File: src/verilog/ulc_defs.vh
`ifndef ULC_DEFS_VH
`define ULC_DEFS_VH

// Register indexes; the APB byte address is four times the index.
`define ULC_IDX_DATA      3'h0
`define ULC_IDX_IEN       3'h1
`define ULC_IDX_IST       3'h2
`define ULC_IDX_LCR       3'h3
`define ULC_IDX_MODE      3'h4
`define ULC_IDX_LSR       3'h5
`define ULC_IDX_HOLE      3'h6
`define ULC_IDX_SCRATCH   3'h7

// Line control fields.
`define ULC_LC_WLEN_LO    0
`define ULC_LC_WLEN_HI    1
`define ULC_LC_MSTOP      2
`define ULC_LC_PEN        3
`define ULC_LC_EVEN       4
`define ULC_LC_FIXED      5
`define ULC_LC_SILENCE    6
`define ULC_LC_DLAB       7
`define ULC_LC_RESET      8'h00

// Mode register fields.
`define ULC_MD_MIDI       0
`define ULC_MD_RX_FLUSH   1
`define ULC_MD_TX_FLUSH   2

// Interrupt event bits.
`define ULC_EV_RX         0
`define ULC_EV_TX_EMPTY   1
`define ULC_EV_RX_ERR     2
`define ULC_EV_WIDTH      3

// Line status bits.
`define ULC_LS_RX_READY   0
`define ULC_LS_OVERRUN    1
`define ULC_LS_PAR_ERR    2
`define ULC_LS_STOP_ERR   3
`define ULC_LS_TX_EMPTY   5
`define ULC_LS_TX_IDLE    6

// Bit timing in ticks of the sixteen-times clock.
`define ULC_TICK_HALF     5'h07
`define ULC_TICK_LAST     5'h0f
`define ULC_STOP_ONE      5'h0f
`define ULC_STOP_ONE_HALF 5'h17
`define ULC_STOP_TWO      5'h1f

// Clock rate and the fixed MIDI bit rate.
`define ULC_CLK_HZ        20000000
`define ULC_MIDI_BAUD     31250
`define ULC_OVERSAMPLE    16

`define ULC_FIFO_DEPTH    16
`define ULC_FIFO_AW       4

`endif

File: src/verilog/ulc_top.v
`timescale 1ns/10ps
`default_nettype none

module ulc_top
(
  input  wire        mclk_i,
  input  wire        rst_n_i,
  input  wire [7:0]  paddr_i,
  input  wire        psel_i,
  input  wire        penable_i,
  input  wire        pwrite_i,
  input  wire [31:0] pwdata_i,
  output reg  [31:0] prdata_o,
  output wire        pready_o,
  output wire        pslverr_o,
  input  wire        serial_in_i,
  output wire        serial_out_o,
  output wire        infrared_tx_out_o,
  output wire        irq_o
);

`include "ulc_defs.vh"

  localparam TX_IDLE  = 3'h0;
  localparam TX_START = 3'h1;
  localparam TX_DATA  = 3'h2;
  localparam TX_PAR   = 3'h3;
  localparam TX_STOP  = 3'h4;

  localparam integer MIDI_DIV_FULL = `ULC_CLK_HZ / (`ULC_OVERSAMPLE * `ULC_MIDI_BAUD);
  localparam [15:0]  MIDI_DIV      = MIDI_DIV_FULL[15:0];

  reg  [7:0]  line_control_reg_q;
  reg  [15:0] divisor_q;
  reg  [`ULC_EV_WIDTH-1:0] ien_q;
  reg  [`ULC_EV_WIDTH-1:0] ist_q;
  reg         midi_q;
  reg  [7:0]  scratch_q;
  reg         overrun_q;
  reg         par_err_q;
  reg         stop_err_q;
  reg         tx_empty_q;
  reg  [15:0] baud_cnt_q;
  reg         tick_q;
  reg  [2:0]  tx_state_q;
  reg  [4:0]  tx_cnt_q;
  reg  [2:0]  tx_bit_q;
  reg  [7:0]  tx_shift_q;
  reg         tx_par_q;
  reg         serial_out_q;
  reg  [7:0]  rd_mux;

  wire [2:0]  idx;
  wire        mapped;
  wire        setup;
  wire        wr_acc;
  wire        rd_acc;
  wire        dlab;
  wire [1:0]  word_len;
  wire        pen;
  wire        even_sel;
  wire        fixed_par;
  wire [15:0] div_eff;
  wire [7:0]  tx_mask;
  wire [4:0]  stop_last;
  wire        tx_push;
  wire        tx_valid;
  wire [7:0]  tx_data;
  wire        tx_pop;
  wire [4:0]  tx_count;
  wire        rx_valid;
  wire [7:0]  rx_data;
  wire        rx_pop;
  wire        rx_ready;
  wire        rx_done;
  wire [7:0]  rx_char;
  wire        rx_par_err;
  wire        rx_stop_err;
  wire        rx_flush;
  wire        tx_flush;
  wire        lsr_read;
  wire        ovr_ev;
  wire [`ULC_EV_WIDTH-1:0] events;
  wire [`ULC_EV_WIDTH-1:0] ist_clr;

  ////////////////////////////////////////////////////////////////////////////
  // APB decode: zero wait states, index 6 and high addresses are unmapped.
  assign idx       = paddr_i[4:2];
  assign mapped    = (paddr_i[7:5] == 3'h0) && (idx != `ULC_IDX_HOLE);
  assign setup     = psel_i & ~penable_i;
  assign wr_acc    = psel_i & penable_i & pwrite_i & mapped;
  assign rd_acc    = psel_i & penable_i & ~pwrite_i & mapped;
  assign pready_o  = 1'b1;
  assign pslverr_o = psel_i & penable_i & ~mapped;

  // Line control fields.
  assign dlab      = line_control_reg_q[`ULC_LC_DLAB];
  assign word_len  = line_control_reg_q[`ULC_LC_WLEN_HI:`ULC_LC_WLEN_LO];
  assign pen       = line_control_reg_q[`ULC_LC_PEN];
  assign even_sel  = line_control_reg_q[`ULC_LC_EVEN];
  assign fixed_par = line_control_reg_q[`ULC_LC_FIXED];

  // Access side effects; only the data register push and pop depend on the divisor access bit.
  assign tx_push  = wr_acc & (idx == `ULC_IDX_DATA) & ~dlab;
  assign rx_pop   = rd_acc & (idx == `ULC_IDX_DATA) & ~dlab;
  assign lsr_read = rd_acc & (idx == `ULC_IDX_LSR);
  assign rx_flush = wr_acc & (idx == `ULC_IDX_MODE) & pwdata_i[`ULC_MD_RX_FLUSH];
  assign tx_flush = wr_acc & (idx == `ULC_IDX_MODE) & pwdata_i[`ULC_MD_TX_FLUSH];
  assign ist_clr  = (wr_acc && idx == `ULC_IDX_IST) ?
                    pwdata_i[`ULC_EV_WIDTH-1:0] : {`ULC_EV_WIDTH{1'b0}};

  // Read data for the current address, captured in the setup cycle.
  always @*
  begin
    case (idx)
      `ULC_IDX_DATA:    rd_mux = dlab ? divisor_q[7:0] : rx_data;
      `ULC_IDX_IEN:     rd_mux = dlab ? divisor_q[15:8] :
                                 {5'h00, ien_q};
      `ULC_IDX_IST:     rd_mux = {5'h00, ist_q};
      `ULC_IDX_LCR:     rd_mux = line_control_reg_q;
      `ULC_IDX_MODE:    rd_mux = {7'h00, midi_q};
      `ULC_IDX_LSR:     rd_mux = {1'b0, ~tx_valid & (tx_state_q == TX_IDLE),
                                  ~tx_valid, 1'b0, stop_err_q, par_err_q,
                                  overrun_q, rx_valid};
      `ULC_IDX_SCRATCH: rd_mux = scratch_q;
      default:          rd_mux = 8'h00;
    endcase
  end

  ////////////////////////////////////////////////////////////////////////////
  // Register writes and registered read data.
  always @(posedge mclk_i)
  begin
    if (!rst_n_i)
    begin
      line_control_reg_q <= `ULC_LC_RESET;
      divisor_q          <= 16'h0001;
      ien_q              <= {`ULC_EV_WIDTH{1'b0}};
      midi_q             <= 1'b0;
      scratch_q          <= 8'h00;
      prdata_o           <= 32'h0000_0000;
    end
    else
    begin
      if (setup)
        prdata_o <= {24'h00_0000, rd_mux};
      if (wr_acc)
      begin
        case (idx)
          `ULC_IDX_DATA:
            if (dlab)
              divisor_q[7:0] <= pwdata_i[7:0];
          `ULC_IDX_IEN:
            if (dlab)
              divisor_q[15:8] <= pwdata_i[7:0];
            else
              ien_q <= pwdata_i[`ULC_EV_WIDTH-1:0];
          `ULC_IDX_LCR:     line_control_reg_q <= pwdata_i[7:0];
          `ULC_IDX_MODE:    midi_q <= pwdata_i[`ULC_MD_MIDI];
          `ULC_IDX_SCRATCH: scratch_q <= pwdata_i[7:0];
          default:          scratch_q <= scratch_q;
        endcase
      end
    end
  end

  ////////////////////////////////////////////////////////////////////////////
  // Baud generator; a zero divisor acts as one rather than stalling.
  assign div_eff = midi_q ? MIDI_DIV :
                   ((divisor_q == 16'h0000) ? 16'h0001 : divisor_q);

  always @(posedge mclk_i)
  begin
    if (!rst_n_i)
    begin
      baud_cnt_q <= 16'h0000;
      tick_q     <= 1'b0;
    end
    else if (baud_cnt_q >= div_eff - 16'h0001)
    begin
      baud_cnt_q <= 16'h0000;
      tick_q     <= 1'b1;
    end
    else
    begin
      baud_cnt_q <= baud_cnt_q + 16'h0001;
      tick_q     <= 1'b0;
    end
  end

  ////////////////////////////////////////////////////////////////////////////
  // Queues on both directions.
  ulc_fifo u_tx_fifo
  (
    .mclk_i     (mclk_i),
    .rst_n_i    (rst_n_i),
    .flush_i    (tx_flush),
    .wr_valid_i (tx_push),
    .wr_ready_o (),               // A full queue drops the write.
    .wr_data_i  (pwdata_i[7:0]),
    .rd_valid_o (tx_valid),
    .rd_ready_i (tx_pop),
    .rd_data_o  (tx_data),
    .count_o    (tx_count)
  );

  ulc_fifo u_rx_fifo
  (
    .mclk_i     (mclk_i),
    .rst_n_i    (rst_n_i),
    .flush_i    (rx_flush),
    .wr_valid_i (rx_done),
    .wr_ready_o (rx_ready),
    .wr_data_i  (rx_char),
    .rd_valid_o (rx_valid),
    .rd_ready_i (rx_pop),
    .rd_data_o  (rx_data),
    .count_o    ()
  );

  ulc_rx u_rx
  (
    .mclk_i      (mclk_i),
    .rst_n_i     (rst_n_i),
    .tick_i      (tick_q),
    .serial_in_i (serial_in_i),
    .word_len_i  (word_len),
    .parity_en_i (pen),
    .fixed_par_i (fixed_par),
    .even_sel_i  (even_sel),
    .done_o      (rx_done),
    .data_o      (rx_char),
    .par_err_o   (rx_par_err),
    .stop_err_o  (rx_stop_err)
  );

  ////////////////////////////////////////////////////////////////////////////
  // Transmitter: one sixteen-tick slot per bit, stop length in ticks.
  assign tx_mask   = ~(8'he0 << word_len);
  assign stop_last = !line_control_reg_q[`ULC_LC_MSTOP] ? `ULC_STOP_ONE :
                     (word_len == 2'b00) ? `ULC_STOP_ONE_HALF : `ULC_STOP_TWO;
  assign tx_pop    = tick_q & (tx_state_q == TX_IDLE) & tx_valid;

  always @(posedge mclk_i)
  begin
    if (!rst_n_i)
    begin
      tx_state_q   <= TX_IDLE;
      tx_cnt_q     <= 5'h00;
      tx_bit_q     <= 3'h0;
      tx_shift_q   <= 8'h00;
      tx_par_q     <= 1'b0;
      serial_out_q <= 1'b1;
    end
    else if (tick_q)
    begin
      tx_cnt_q <= tx_cnt_q + 5'h01;
      case (tx_state_q)
        TX_IDLE:
        begin
          tx_cnt_q     <= 5'h00;
          serial_out_q <= 1'b1;
          if (tx_valid)
          begin
            tx_shift_q   <= tx_data & tx_mask;
            tx_par_q     <= fixed_par ? ~even_sel :
                            (even_sel ? ^(tx_data & tx_mask) :
                             ~^(tx_data & tx_mask));
            serial_out_q <= 1'b0;
            tx_state_q   <= TX_START;
          end
        end
        TX_START:
        begin
          if (tx_cnt_q == `ULC_TICK_LAST)
          begin
            tx_cnt_q     <= 5'h00;
            tx_bit_q     <= 3'h0;
            serial_out_q <= tx_shift_q[0];
            tx_state_q   <= TX_DATA;
          end
        end
        TX_DATA:
        begin
          if (tx_cnt_q == `ULC_TICK_LAST)
          begin
            tx_cnt_q   <= 5'h00;
            tx_bit_q   <= tx_bit_q + 3'h1;
            tx_shift_q <= {1'b0, tx_shift_q[7:1]};
            if (tx_bit_q == {1'b1, word_len})
            begin
              serial_out_q <= pen ? tx_par_q : 1'b1;
              tx_state_q   <= pen ? TX_PAR : TX_STOP;
            end
            else
              serial_out_q <= tx_shift_q[1];
          end
        end
        TX_PAR:
        begin
          if (tx_cnt_q == `ULC_TICK_LAST)
          begin
            tx_cnt_q     <= 5'h00;
            serial_out_q <= 1'b1;
            tx_state_q   <= TX_STOP;
          end
        end
        TX_STOP:
        begin
          if (tx_cnt_q == stop_last)
            tx_state_q <= TX_IDLE;
        end
        default:
          tx_state_q <= TX_IDLE;
      endcase
    end
  end

  assign serial_out_o      = serial_out_q;
  // Silence touches only the infrared copy of the line.
  assign infrared_tx_out_o = serial_out_q & ~line_control_reg_q[`ULC_LC_SILENCE];

  ////////////////////////////////////////////////////////////////////////////
  // Line errors and interrupt status; a new event beats a same-cycle clear.
  assign ovr_ev = rx_done & ~rx_ready;
  assign events = {rx_done & (rx_par_err | rx_stop_err | ~rx_ready),
                   tx_count == 5'h00 && !tx_empty_q,
                   rx_done & rx_ready};

  always @(posedge mclk_i)
  begin
    if (!rst_n_i)
    begin
      overrun_q  <= 1'b0;
      par_err_q  <= 1'b0;
      stop_err_q <= 1'b0;
      tx_empty_q <= 1'b1;
      ist_q      <= {`ULC_EV_WIDTH{1'b0}};
    end
    else
    begin
      overrun_q  <= ovr_ev | (overrun_q & ~lsr_read);
      par_err_q  <= (rx_done & rx_par_err) | (par_err_q & ~lsr_read);
      stop_err_q <= (rx_done & rx_stop_err) | (stop_err_q & ~lsr_read);
      tx_empty_q <= (tx_count == 5'h00);
      ist_q      <= events | (ist_q & ~ist_clr);
    end
  end

  assign irq_o = |(ist_q & ien_q);

endmodule

`default_nettype wire

File: src/verilog/ulc_fifo.v
`timescale 1ns/10ps
`default_nettype none

// Sixteen-byte first-in first-out queue held in flip-flops.
module ulc_fifo
(
  input  wire       mclk_i,
  input  wire       rst_n_i,
  input  wire       flush_i,
  input  wire       wr_valid_i,
  output wire       wr_ready_o,
  input  wire [7:0] wr_data_i,
  output wire       rd_valid_o,
  input  wire       rd_ready_i,
  output wire [7:0] rd_data_o,
  output wire [4:0] count_o
);

`include "ulc_defs.vh"

  reg [7:0]               mem_q [0:`ULC_FIFO_DEPTH-1];
  reg [`ULC_FIFO_AW-1:0]  wptr_q;
  reg [`ULC_FIFO_AW-1:0]  rptr_q;
  reg [4:0]               cnt_q;
  wire                    push;
  wire                    pop;

  // Full and empty come from the occupancy count, so both are exact.
  assign wr_ready_o = (cnt_q != 5'h10);
  assign rd_valid_o = (cnt_q != 5'h00);
  assign rd_data_o  = mem_q[rptr_q];
  assign count_o    = cnt_q;
  assign push       = wr_valid_i & wr_ready_o;
  assign pop        = rd_ready_i & rd_valid_o;

  ////////////////////////////////////////////////////////////////////////////
  // Pointer and count update; a flush empties the queue at once.
  always @(posedge mclk_i)
  begin
    if (!rst_n_i || flush_i)
    begin
      wptr_q <= {`ULC_FIFO_AW{1'b0}};
      rptr_q <= {`ULC_FIFO_AW{1'b0}};
      cnt_q  <= 5'h00;
    end
    else
    begin
      if (push)
        wptr_q <= wptr_q + 4'h1;
      if (pop)
        rptr_q <= rptr_q + 4'h1;
      if (push && !pop)
        cnt_q <= cnt_q + 5'h01;
      else if (pop && !push)
        cnt_q <= cnt_q - 5'h01;
    end
  end

  // Storage needs no reset; only written slots are ever read.
  always @(posedge mclk_i)
  begin
    if (push)
      mem_q[wptr_q] <= wr_data_i;
  end

endmodule

`default_nettype wire

File: src/verilog/ulc_rx.v
`timescale 1ns/10ps
`default_nettype none

// Serial receiver timed by the sixteen-times bit clock.
module ulc_rx
(
  input  wire       mclk_i,
  input  wire       rst_n_i,
  input  wire       tick_i,
  input  wire       serial_in_i,
  input  wire [1:0] word_len_i,
  input  wire       parity_en_i,
  input  wire       fixed_par_i,
  input  wire       even_sel_i,
  output reg        done_o,
  output reg  [7:0] data_o,
  output reg        par_err_o,
  output reg        stop_err_o
);

`include "ulc_defs.vh"

  localparam RX_IDLE  = 3'h0;
  localparam RX_START = 3'h1;
  localparam RX_DATA  = 3'h2;
  localparam RX_PAR   = 3'h3;
  localparam RX_STOP  = 3'h4;

  reg  [2:0] state_q;
  reg  [4:0] cnt_q;
  reg  [2:0] bit_q;
  reg  [7:0] shift_q;
  reg        par_q;
  wire [7:0] mask;
  wire       exp_par;

  // Expected parity over the received data bits only.
  assign mask    = ~(8'he0 << word_len_i);
  assign exp_par = fixed_par_i ? ~even_sel_i :
                   (even_sel_i ? ^(shift_q & mask) : ~^(shift_q & mask));

  ////////////////////////////////////////////////////////////////////////////
  // Start confirmation at mid bit, then one sample per bit at its centre.
  always @(posedge mclk_i)
  begin
    if (!rst_n_i)
    begin
      state_q    <= RX_IDLE;
      cnt_q      <= 5'h00;
      bit_q      <= 3'h0;
      shift_q    <= 8'h00;
      par_q      <= 1'b0;
      done_o     <= 1'b0;
      data_o     <= 8'h00;
      par_err_o  <= 1'b0;
      stop_err_o <= 1'b0;
    end
    else
    begin
      done_o <= 1'b0;
      if (tick_i)
      begin
        cnt_q <= cnt_q + 5'h01;
        case (state_q)
          RX_IDLE:
          begin
            cnt_q <= 5'h00;
            if (!serial_in_i)
            begin
              state_q <= RX_START;
              shift_q <= 8'h00;
            end
          end
          RX_START:
          begin
            if (cnt_q == `ULC_TICK_HALF)
            begin
              cnt_q   <= 5'h00;
              bit_q   <= 3'h0;
              // A glitch shorter than half a bit is not a start bit.
              state_q <= serial_in_i ? RX_IDLE : RX_DATA;
            end
          end
          RX_DATA:
          begin
            if (cnt_q == `ULC_TICK_LAST)
            begin
              cnt_q          <= 5'h00;
              shift_q[bit_q] <= serial_in_i;
              bit_q          <= bit_q + 3'h1;
              if (bit_q == {1'b1, word_len_i})
                state_q <= parity_en_i ? RX_PAR : RX_STOP;
            end
          end
          RX_PAR:
          begin
            if (cnt_q == `ULC_TICK_LAST)
            begin
              cnt_q   <= 5'h00;
              par_q   <= serial_in_i;
              state_q <= RX_STOP;
            end
          end
          RX_STOP:
          begin
            // Finishing at the first stop bit centre leaves room to catch
            // a start bit that follows the shortest stop time.
            if (cnt_q == `ULC_TICK_LAST)
            begin
              done_o     <= 1'b1;
              data_o     <= shift_q;
              stop_err_o <= ~serial_in_i;
              par_err_o  <= parity_en_i & (par_q != exp_par);
              state_q    <= RX_IDLE;
            end
          end
          default:
            state_q <= RX_IDLE;
        endcase
      end
    end
  end

endmodule

`default_nettype wire

File: config.mk
export PLATFORM = sky130hd
export DESIGN_NAME = ulc_top
export DESIGN_NICKNAME = d
export VERILOG_FILES = /design/src/verilog/ulc_top.v /design/src/verilog/ulc_fifo.v /design/src/verilog/ulc_rx.v
export VERILOG_INCLUDE_DIRS = /design/src /design/src/verilog
export SDC_FILE = /design/constraint.sdc
export NUM_CORES = 1
export LEC_CHECK = 0
export BUFFER_PORTS_ARGS = -buffer_cell sky130_fd_sc_hd__buf_2
export CAP_MARGIN = 20
export CORE_ASPECT_RATIO = 1.75
export CORE_MARGIN = 2
export CORE_UTILIZATION = 50
export CTS_CLUSTER_DIAMETER = 60
export CTS_CLUSTER_SIZE = 8
export DETAILED_ROUTE_END_ITERATION = 6
export HOLD_SLACK_MARGIN = 0.02
export PLACE_DENSITY = 0.64
export SYNTH_ARGS = -nofsm -noshare
export SYNTH_HDL_FRONTEND = slang
export SYNTH_SLANG_ARGS = --single-unit
File: constraint.sdc
create_clock -name mclk_i -period 6.7 [get_ports mclk_i]
set_clock_uncertainty 0.15 [all_clocks]
set_input_delay 1.005 -clock mclk_i [delete_from_list [all_inputs] [get_ports mclk_i]]
set_output_delay 1.005 -clock mclk_i [all_outputs]
set_load 0.005 [all_outputs]
== Yosys cells after proc, flatten, opt, wreduce, memory -nomap -nowiden ==
Memory sizes are Yosys's and may differ from the RTL's. A register that Yosys moved wholly into a read port is not among the register bits.
Cells that the tools add are included.

* Bitwise operators: 54
* Multiplexer cells: 69
* Shift-type cells: 1
* Add/sub/neg operators: 14
* Magnitude comparators: 3
* Equal/unequal tests: 36
* Reductions and logical operators: 57

{| class="wikitable"
|+ Operator list
! operator !! count
|-
| $pmux W8 S7 || 1
|-
| $mux W3 || 18
|-
| $mux W8 || 6
|-
| $mux W5 || 8
|-
| $mux W16 || 2
|-
| $pmux W8 S2 || 2
|-
| $and A1 B1 Y1 || 31
|-
| $pmux W3 S5 || 2
|-
| $reduce_and A3 Y1 || 7
|-
| $add A5 B1 Y5 const B || 4
|-
| $mux W4 || 5
|-
| $eq A3 B2 Y1 const B || 6
|-
| $mux W1 || 17
|-
| $add A16 B1 Y16 const B || 1
|-
| $add A4 B1 Y4 const B || 4
|-
| $and A8 B8 Y8 || 2
|-
| $ge A16 B16 Y1 || 1
|-
| $logic_not A16 Y1 || 1
|-
| $reduce_and A4 Y1 || 4
|-
| $reduce_xnor A8 Y1 || 2
|-
| $reduce_xor A8 Y1 || 2
|-
| $sub A16 B1 Y16 const B || 1
|-
| $eq A3 B3 Y1 const B || 5
|-
| $pmux W5 S3 || 1
|-
| 41 further kinds || 101
|}

* Input port bits: 46
* Memory bits (writable): 256
* Memories kept: 2
* Word-level logic and storage cells: 271
* Flip-flop bits (word level): 146

{| class="wikitable"
|+ Memory list
! memory !! depth !! bits a word !! read ports !! clocked after Yosys merged registers in !! wr ports !! line !! RTL
|-
| u_rx_fifo.mem_q || 16 || 8 || 1 || 1 || 1 || ulc_fifo.v:21 || <nowiki>reg [7:0] mem_q [0:`ULC_FIFO_DEPTH-1];</nowiki>
|-
| u_tx_fifo.mem_q || 16 || 8 || 1 || 1 || 1 || ulc_fifo.v:21 ||
|}

== Depth between registers and ports, before layout ==
Gate-level depths: netlist of run 1.

* Word-level depth: 10
* Mapped depth: 20

== Modules after synthesis ==
Synthesis of run 1 repeated with hierarchy kept, for this count alone.

* Cells, all modules: 1486
* Area, all modules: 18700.4 um^2

{| class="wikitable"
|+ By module, submodules not included
! module !! cells an instance !! sequential area each (um^2) !! area an instance (um^2) !! times used
|-
| ulc_fifo (u_tx_fifo) || 310 || 4184.0 || 5776.8 || 1
|-
| ulc_fifo (u_rx_fifo) || 312 || 4184.0 || 5769.3 || 1
|-
| ulc_top || 664 || 1781.7 || 5492.8 || 1
|-
| ulc_rx || 200 || 620.6 || 1661.6 || 1
|}

== Worst setup path after synthesis of run 1 ==
OpenSTA, ideal clock, no wires.

* Path kind: input to register
* Start: in paddr_i[4]
* End: reg u_tx_fifo.cnt_q[4], in the netlist u_tx_fifo.count_o[4]
* Slack: 2.546 ns
* Buffers on the path: 0
* Stages on the path: 14
* Data required time: 6.418 ns
* Data arrival time: 3.871 ns
* Cell sequence: and3b_1 -> or4_1 -> nor2_1 -> nand2_2 -> a2111oi_4 -> ha_1 -> inv_1 -> fa_1 -> a21o_1 -> a21oi_1 -> xnor2_1 -> nor2_1 -> xnor2_1 -> nor2_1

* Cells in the longest elaborated chain, start to end: 9

{| class="wikitable"
|+ Ends and longest elaborated chain
! item !! line !! RTL
|-
| from (decl) || ulc_top.v:8 || <nowiki>input wire [7:0] paddr_i,</nowiki>
|-
| $ne A3 B3 Y1 (no line) || -- ||
|-
| $logic_and A1 B1 Y1 || ulc_top.v:89 || <nowiki>assign mapped = (paddr_i[7:5] == 3'h0) && (idx != `ULC_IDX_HOLE);</nowiki>
|-
| $and A1 B1 Y1 || ulc_top.v:91 || <nowiki>assign wr_acc = psel_i & penable_i & pwrite_i & mapped;</nowiki>
|-
| $and A1 B1 Y1 * (2 in series) || ulc_top.v:104 || <nowiki>assign tx_push = wr_acc & (idx == `ULC_IDX_DATA) & ~dlab;</nowiki>
|-
| $and A1 B1 Y1 * || ulc_fifo.v:33 || <nowiki>assign push = wr_valid_i & wr_ready_o;</nowiki>
|-
| named net u_tx_fifo.push || ulc_fifo.v:25 || <nowiki>wire push;</nowiki>
|-
| $logic_not A1 Y1 || ulc_fifo.v:54 || <nowiki>else if (pop && !push)</nowiki>
|-
| $logic_and A1 B1 Y1 || ulc_fifo.v:54 ||
|-
| $reduce_bool A2 Y1 (no line) || -- ||
|-
| to (signal assigned) || ulc_fifo.v:53 || <nowiki>cnt_q <= cnt_q + 5'h01;</nowiki>
|-
| to (signal assigned) || ulc_fifo.v:55 || <nowiki>cnt_q <= cnt_q - 5'h01;</nowiki>
|-
| to (decl) || ulc_fifo.v:24 || <nowiki>reg [4:0] cnt_q;</nowiki>
|}

The timed path passes the listed nets; every way through them passes the cells marked *.
A chain may end at the register's enable or synchronous reset.

== Worst setup path after layout of run 1 ==
* Start: reg divisor_q[7]
* End: reg tick_q

* Cells in the longest elaborated chain, start to end: 6

{| class="wikitable"
|+ Ends and longest elaborated chain
! item !! line !! RTL
|-
| from (decl) || ulc_top.v:34 || <nowiki>reg [15:0] divisor_q;</nowiki>
|-
| from (signal assigned) || ulc_top.v:152 || <nowiki>divisor_q[7:0] <= pwdata_i[7:0];</nowiki>
|-
| $logic_not A16 Y1 || ulc_top.v:170 || <nowiki>((divisor_q == 16'h0000) ? 16'h0001 : divisor_q);</nowiki>
|-
| $mux W16 * || ulc_top.v:170 ||
|-
| $mux W16 * || ulc_top.v:169 || <nowiki>assign div_eff = midi_q ? MIDI_DIV :</nowiki>
|-
| $sub A16 B1 Y16 * || ulc_top.v:179 || <nowiki>else if (baud_cnt_q >= div_eff - 16'h0001)</nowiki>
|-
| $ge A16 B16 Y1 * || ulc_top.v:179 ||
|-
| $mux W1 * || ulc_top.v:179 ||
|-
| to (signal assigned) || ulc_top.v:177 || <nowiki>tick_q <= 1'b0;</nowiki>
|-
| to (signal assigned) || ulc_top.v:182 || <nowiki>tick_q <= 1'b1;</nowiki>
|-
| to (signal assigned) || ulc_top.v:187 || <nowiki>tick_q <= 1'b0;</nowiki>
|-
| to (decl) || ulc_top.v:44 || <nowiki>reg tick_q;</nowiki>
|}

Mark *: on every way between the ends. The rest lies on a longest branch, timed or not.

==> metrics.yaml, run 1 <==
first_iter_violations: 548
critPathMostFrequentCell: "nand2_1"
clkLatencyLatePin_ps: 600
die_h_um: 257
diodes: 0
layout.nets: 1556
routabilityCongestion: 0.834
core-area_um2: 36000
multi_input_comb_area_um2: 7040
cp-end-kind: "flip-flop"
synth_edf_count: 256
io_buffer_count: 31
hold_class: "reg2reg"
setup_viol: 0
power_leakage_nw: 7.14
crit_arrival_ps: 4790
path_buf_inv: 0
drt-pass1-iter-count: 5
finalCritPeriodShare: 0.668
antenna_found_initial: 0
cts_setup_buffers: 0
cts_root_buf: "clkbuf_16"
fin_tns_setup_ps: 0
htree_num_levels: 2
synth.most_common_cell: "edfxtp_1"
cts.sinks: 410
ys_seq_area_frac: 0.588
yosys-top-cells-count: "edfxtp_1 (256), dfxtp_1 (154), nand2_1 (132)"
netlist.top_cell.by_area: "edfxtp_1"
nFillCells: 2968
holdWs_ps: 313
cap_violations: 0
cts_buffer_depth: 3
worst_pin_slew_ps: 891
ys.flop_type: "edfxtp_1"
avgSynthCellArea_um2: 12.8
cts_hold_buffers: 0
ant_nets: 0
synth_area_leaders: "edfxtp_1 (42%), dfxtp_1 (17%), mux4_2 (8.7%)"
maxSlewViolCount: 0
worst-setup-path-type: "reg2reg"
slowest_stage: "or4_1"
track_usage: 0.225
critPathLaunchType: "flip-flop"
path_cells: "nor4_1 > nand2b_1 > or4_1 > nor2_1 > and2_1 > nor2b_1 > o21ai_0 > ha_1 > nand2_1 > nor2_1 > xor2_1 > nand2_1 > ha_1 > a21o_1 > a21o_1 > a21oi_1 > nand2_1 > and3_1"
postSynthCellCount: 1425
via_count: 11100
cts_resized: 0
die_x_um: 149
powerDensity_nw_per_um2: 294
rsz0062_at_grt: "false"
hpwlAfterDp_mm: 29.5
start_util: 0.508
critPathMaxStageDelay_ps: 460
critical-path-top-delay-family: "simple AND/OR/NAND/NOR gates"
areaGrowthSynthToFinish_pct: 11.9
core.rowCount: 92
slew_headroom: 0.404
synthArstFlopShare: 0
fin_crit_ps: 4480
grt_max_degree: 51
grt_pass1_vias: 11300
clk_pin_slew_ps: 50
drc: 0
ir_drop_uv: 211
numCtsBuffers: 57
grt_pass1_wl_mm: 65.2
status: "complete, no violations"
hold_viol: 0
synth.top_cell.area_share: 0.420
ys_warn_count: 0
syn_area_um2: 18300
register_area_um2: 10800
cts_tree: "done"
routed_via_density: 5.62
wl_per_cell_um: 21.3
detail_route.wirelength_mm: 42.1
clock.fmax_mhz: 223
final_layout_size_suffix_gt1_frac: 0.135
ys_types: 67
crit_fanout: 17
grt_overflow: 0
synth_seq_cells: 410
dieArea_um2: 38200
ios: 83
required_ps: 7020
-- power breakdown --
group          leakage, nW  internal (mW)  switching, mW  total [mW]
Clock                0.782           1.59           1.05        2.63
Combinational         2.78          0.247          0.328       0.576
Sequential            3.58           2.72         0.0818        2.81
-- path summary, 6_finish.rpt --
path	from	slack [ps]	endpoint	cells past startpoint
min	scratch_q[1]$_SDFFE_PN0P_	310	scratch_q[1]$_SDFFE_PN0P_	2
max	divisor_q[7]$_SDFFE_PN0P_	2220	tick_q$_SDFF_PN0_	18
max reg2reg	divisor_q[7]$_SDFFE_PN0P_	2220	tick_q$_SDFF_PN0_	18
min reg2reg	scratch_q[1]$_SDFFE_PN0P_	310	scratch_q[1]$_SDFFE_PN0P_	2
-- registers in the layout, summed over array words and instances, names as in the netlist, 4 cells and up, named ones only --
| register | cells |
|---|---|
| u_rx_fifo.mem_q | 128 |
| u_tx_fifo.mem_q | 128 |
| baud_cnt_q | 16 |
| divisor_q | 16 |
| line_control_reg_q | 8 |
| prdata_o | 8 |
| scratch_q | 8 |
| tx_shift_q | 8 |
| u_rx.data_o | 8 |
| u_rx.shift_q | 8 |
| tx_cnt_q | 5 |
| u_rx.cnt_q | 5 |
| u_rx_fifo.count_o | 5 |
| u_tx_fifo.count_o | 5 |
| u_rx_fifo.rptr_q | 4 |
| u_rx_fifo.wptr_q | 4 |
| u_tx_fifo.rptr_q | 4 |
| u_tx_fifo.wptr_q | 4 |
-- cells in the final DEF, fill, tap and decap left out, types with 8 or more instances in the layout --
| cell | Yosys | routed |
|---|---|---|
| a21o_1 | 11 | 11 |
| o211a_1 | 9 | 9 |
| buf_4 | 26 | 21 |
| nor3_1 | 17 | 17 |
| mux4_2 | 71 | 71 |
| buf_2 | 10 | 31 |
| nand2b_1 | 14 | 14 |
| clkbuf_16 | 0 | 57 |
| and3_1 | 9 | 9 |
| ha_1 | 44 | 44 |
| nand4_1 | 14 | 14 |
| a21oi_1 | 50 | 50 |
| nand3_1 | 28 | 28 |
| mux2i_1 | 57 | 57 |
| o21ai_0 | 34 | 34 |
| nor2b_1 | 72 | 72 |
| xnor2_1 | 40 | 40 |
| inv_1 | 27 | 27 |
| a21boi_0 | 28 | 28 |
| a22oi_1 | 24 | 24 |
| dfxtp_1 | 154 | 151 |
| edfxtp_1 | 256 | 256 |
| xor2_1 | 29 | 29 |
| nor4_1 | 8 | 8 |
| mux2_2 | 8 | 8 |
| nor2_1 | 111 | 111 |
| and2_1 | 8 | 8 |
| nand2_1 | 132 | 132 |
| o221ai_1 | 9 | 9 |
| conb_1 | 2 | 25 |
| clkbuf_1 | 48 | 40 |
-- metal layers --
metal	up-vias	wire, um	GRT usage
li1	5287	-	-
met1	5494	15000	0.239
met2	231	23900	0.434
met3	84	1270	0.0271
met4	0	1930	0.104
met5	-	0	0
-- kinds of logic after synthesis --
kind of cell             count (synthesis)  share of synthesized area
XOR/XNOR                                70                     0.0339
flip-flops                             410                      0.588
multiplexers                           138                      0.125
adder cells (fa/ha/maj)                 46                     0.0323
AND/OR/NAND/NOR                        433                      0.113
other                                    2                   0.000410
AO/OA/AOI/OAI                          202                     0.0744
buffers and inverters                  124                     0.0318
-- metrics by stage --
stage | setup WS [ps] | util | instance area [um^2] | std cells | total power, mW
after floorplan | 2550 | - | 18400 | 1448 | 3.27
after global placement | 1810 | 0.522 | 18800 | 1873 | 3.41
after detailed placement | 1770 | 0.522 | 18800 | 1874 | 3.43
after CTS | 2230 | 0.568 | 20500 | 1975 | 6.07
after global routing | 1810 | 0.569 | 20500 | 1976 | 6.25
final | 2220 | 0.569 | 20500 | 1976 | 6.02
-- worst register-to-register path: stages (launching register included) --
cell and delay, ps:
dfxtp_1 380, nor4_1 400, nand2b_1 170, or4_1 460
nor2_1 130, and2_1 190, nor2b_1 130, o21ai_0 130
ha_1 290, nand2_1 170, nor2_1 80, xor2_1 130
nand2_1 70, ha_1 200, a21o_1 170, a21o_1 170
a21oi_1 190, nand2_1 400, and3_1 350
-- layout make-up --
cell class                 count  area share
clock buffer                  97      0.0769
clock inverter                 4     0.00366
inverter                      28     0.00513
multi-input combinational    914       0.344
sequential                   410       0.526
tap                          470      0.0287
timing repair buffer          53      0.0162
Note: power is estimated with default switching activity, not from simulation.
==> run 2: changes to the inputs <==
==> constraint.sdc (replaced) <==
create_clock -name mclk_i -period 4.15 [get_ports mclk_i]
set_clock_uncertainty 0.15 [all_clocks]
set_input_delay 0.6225 -clock mclk_i [delete_from_list [all_inputs] [get_ports mclk_i]]
set_output_delay 0.6225 -clock mclk_i [all_outputs]
set_load 0.005 [all_outputs]
==> run 2 against run 1 <==
Sequential cell count unchanged; critical path depth decreased by 1; fmax increased by 13%; power increased by 62%; sequential share of layout area decreased by 0.70 points.
==> metrics.yaml, run 2 (synthesis gave the netlist of run 1 again) <==
setup_viol: 0
cts_buffer_depth: 3
worst-setup-path-type: "reg2reg"
ios: 83
grt_overflow: 0
dieArea_um2: 38200
slew_headroom: 0.444
clkPwrFrac: 0.436
layout.nets: 1592
rrSetupSlack_ps: 200
die_h_um: 257
start_util: 0.508
reg_top3: "u_rx_fifo.mem_q (128), u_tx_fifo.mem_q (128)"
worst_pin_slew_ps: 831
crit_fanout: 7
cp-end-kind: "flip-flop"
drt-pass1-iter-count: 5
track_usage: 0.227
drc: 0
powerDensity_nw_per_um2: 468
final_common_cell: "edfxtp_1"
r2r_start: "divisor_q[10]$_SDFFE_PN0P_"
crit_path_end: "baud_cnt_q[1]$_SDFF_PP0_"
wl_per_cell_um: 21.3
status: "complete, no violations"
core.rowCount: 92
routed_via_density: 5.65
critPathLaunch: "divisor_q[10]$_SDFFE_PN0P_"
routabilityCongestion: 0.845
fin_util: 0.576
clock.fmax_mhz: 253
mostFrequentLayoutCells: "edfxtp_1 (256), dfxtp_1 (152), nand2_1 (131)"
via_count: 11300
core-area_um2: 36000
die_x_um: 149
antenna_found_initial: 0
p_int_mw: 7.35
hold_viol: 0
rr_worst_depth: 17
htree_num_levels: 2
io_buffer_count: 31
diodes: 0
finalPower_mw: 9.72
comb_power_share: 0.100
finalCritPeriodShare: 0.952
fin_crit_ps: 3950
maxSlewViolCount: 0
holdWs_ps: 283
grt_max_degree: 50
areaGrowthSynthToFinish_pct: 13.4
cts_setup_buffers: 0
ant_nets: 0
first_iter_violations: 713
swShare: 0.244
required_ps: 4490
cts.sinks: 410
switchingPower_mw: 2.37
hpwlAfterDp_mm: 29.9
detail_route.wirelength_mm: 42.8
hold_class: "in2reg"
final_layout_size_suffix_gt1_frac: 0.160
cts_root_buf: "clkbuf_16"
crit_arrival_ps: 4290
critPathLaunchType: "flip-flop"
grt_pass1_vias: 11400
grt_pass1_wl_mm: 66.1
numCtsBuffers: 57
crit-reg2reg-capture: "baud_cnt_q[1]$_SDFF_PP0_"
seq_power_share: 0.463
ir_drop_uv: 421
clkLatencyLatePin_ps: 590
clk_pin_slew_ps: 50
cap_violations: 0
power_leakage_nw: 7.33
cts_tree: "done"
fin_tns_setup_ps: 0
==> run 2: what timing repair did <==
item | in CTS | in global routing
endpoints found under the setup margin | 11 | 17
pin swaps | 0 | 3
resized for setup | 1 | 6
cloned | 0 | 0
hold buffers | 0 | 0
==> run 2: metal layers <==
layer  track usage  vias to the layer above  routed length, um
met4         0.112                        0               2090
li1              -                     5347                  -
met2         0.418                      303              23200
met3        0.0293                      106               1640
met5             0                        -                  0
met1         0.257                     5587              15800
==> run 2: critical path, stage by stage (launching register included) <==
cell and delay [ps]:
dfxtp_1 310, nor4_2 340, nand2b_1 120, or4_4 440, nor2_2 110, and2_4 160
nor2b_1 130, o21ai_0 140, ha_2 320, ha_1 270, a21o_1 150, a21o_1 170
a21o_1 160, a21o_1 180, a211oi_1 240, o211ai_1 150, buf_4 190, a21oi_1 150
==> run 2: worst min path at each step <==
| stage | endpoint | from | depth (start not counted) |
|---|---|---|---|
| detailed placement | scratch_q[1]$_SDFFE_PN0P_ | scratch_q[1]$_SDFFE_PN0P_ | 2 |
| global route | u_rx.par_q$_SDFFE_PN0P_ | serial_in_i | 3 |
| finish | u_rx.par_q$_SDFFE_PN0P_ | serial_in_i | 3 |
| floorplan | scratch_q[0]$_SDFFE_PN0P_ | scratch_q[0]$_SDFFE_PN0P_ | 2 |
| global placement | scratch_q[2]$_SDFFE_PN0P_ | scratch_q[2]$_SDFFE_PN0P_ | 2 |
| CTS | u_rx.par_q$_SDFFE_PN0P_ | serial_in_i | 3 |
==> run 2: through the flow <==
step / std cells / cell area [um^2] / worst slack [ps]
4_1_cts: 2008 / 20700 / 29.0
5_1_grt: 2008 / 20800 / -10.8
2_1_floorplan: 1448 / 18400 / 155
3_3_place_gp: 1911 / 19100 / 120
6_report: 2008 / 20800 / 199
3_5_place_dp: 1911 / 19100 / 13.6
==> run 2: power by group through the flow <==
stage | combinational [mW] | clock (mW) | sequential [mW]
global placement | 0.963 | 0 | 4.58
detailed placement | 0.980 | 0 | 4.59
finish | 0.973 | 4.24 | 4.51
global route | 1.06 | 4.48 | 4.52
CTS | 0.986 | 4.32 | 4.51
floorplan | 0.760 | 0 | 4.52
==> run 2: final cells by class <==
type                       instances  area (um^2)
fill                            2924        15300
sequential                       410        10800
multi-input combinational        914         7070
clock buffer                      93         1560
timing repair buffer              89          603
tap                              470          588
inverter                          28          105
clock inverter                     4         67.6
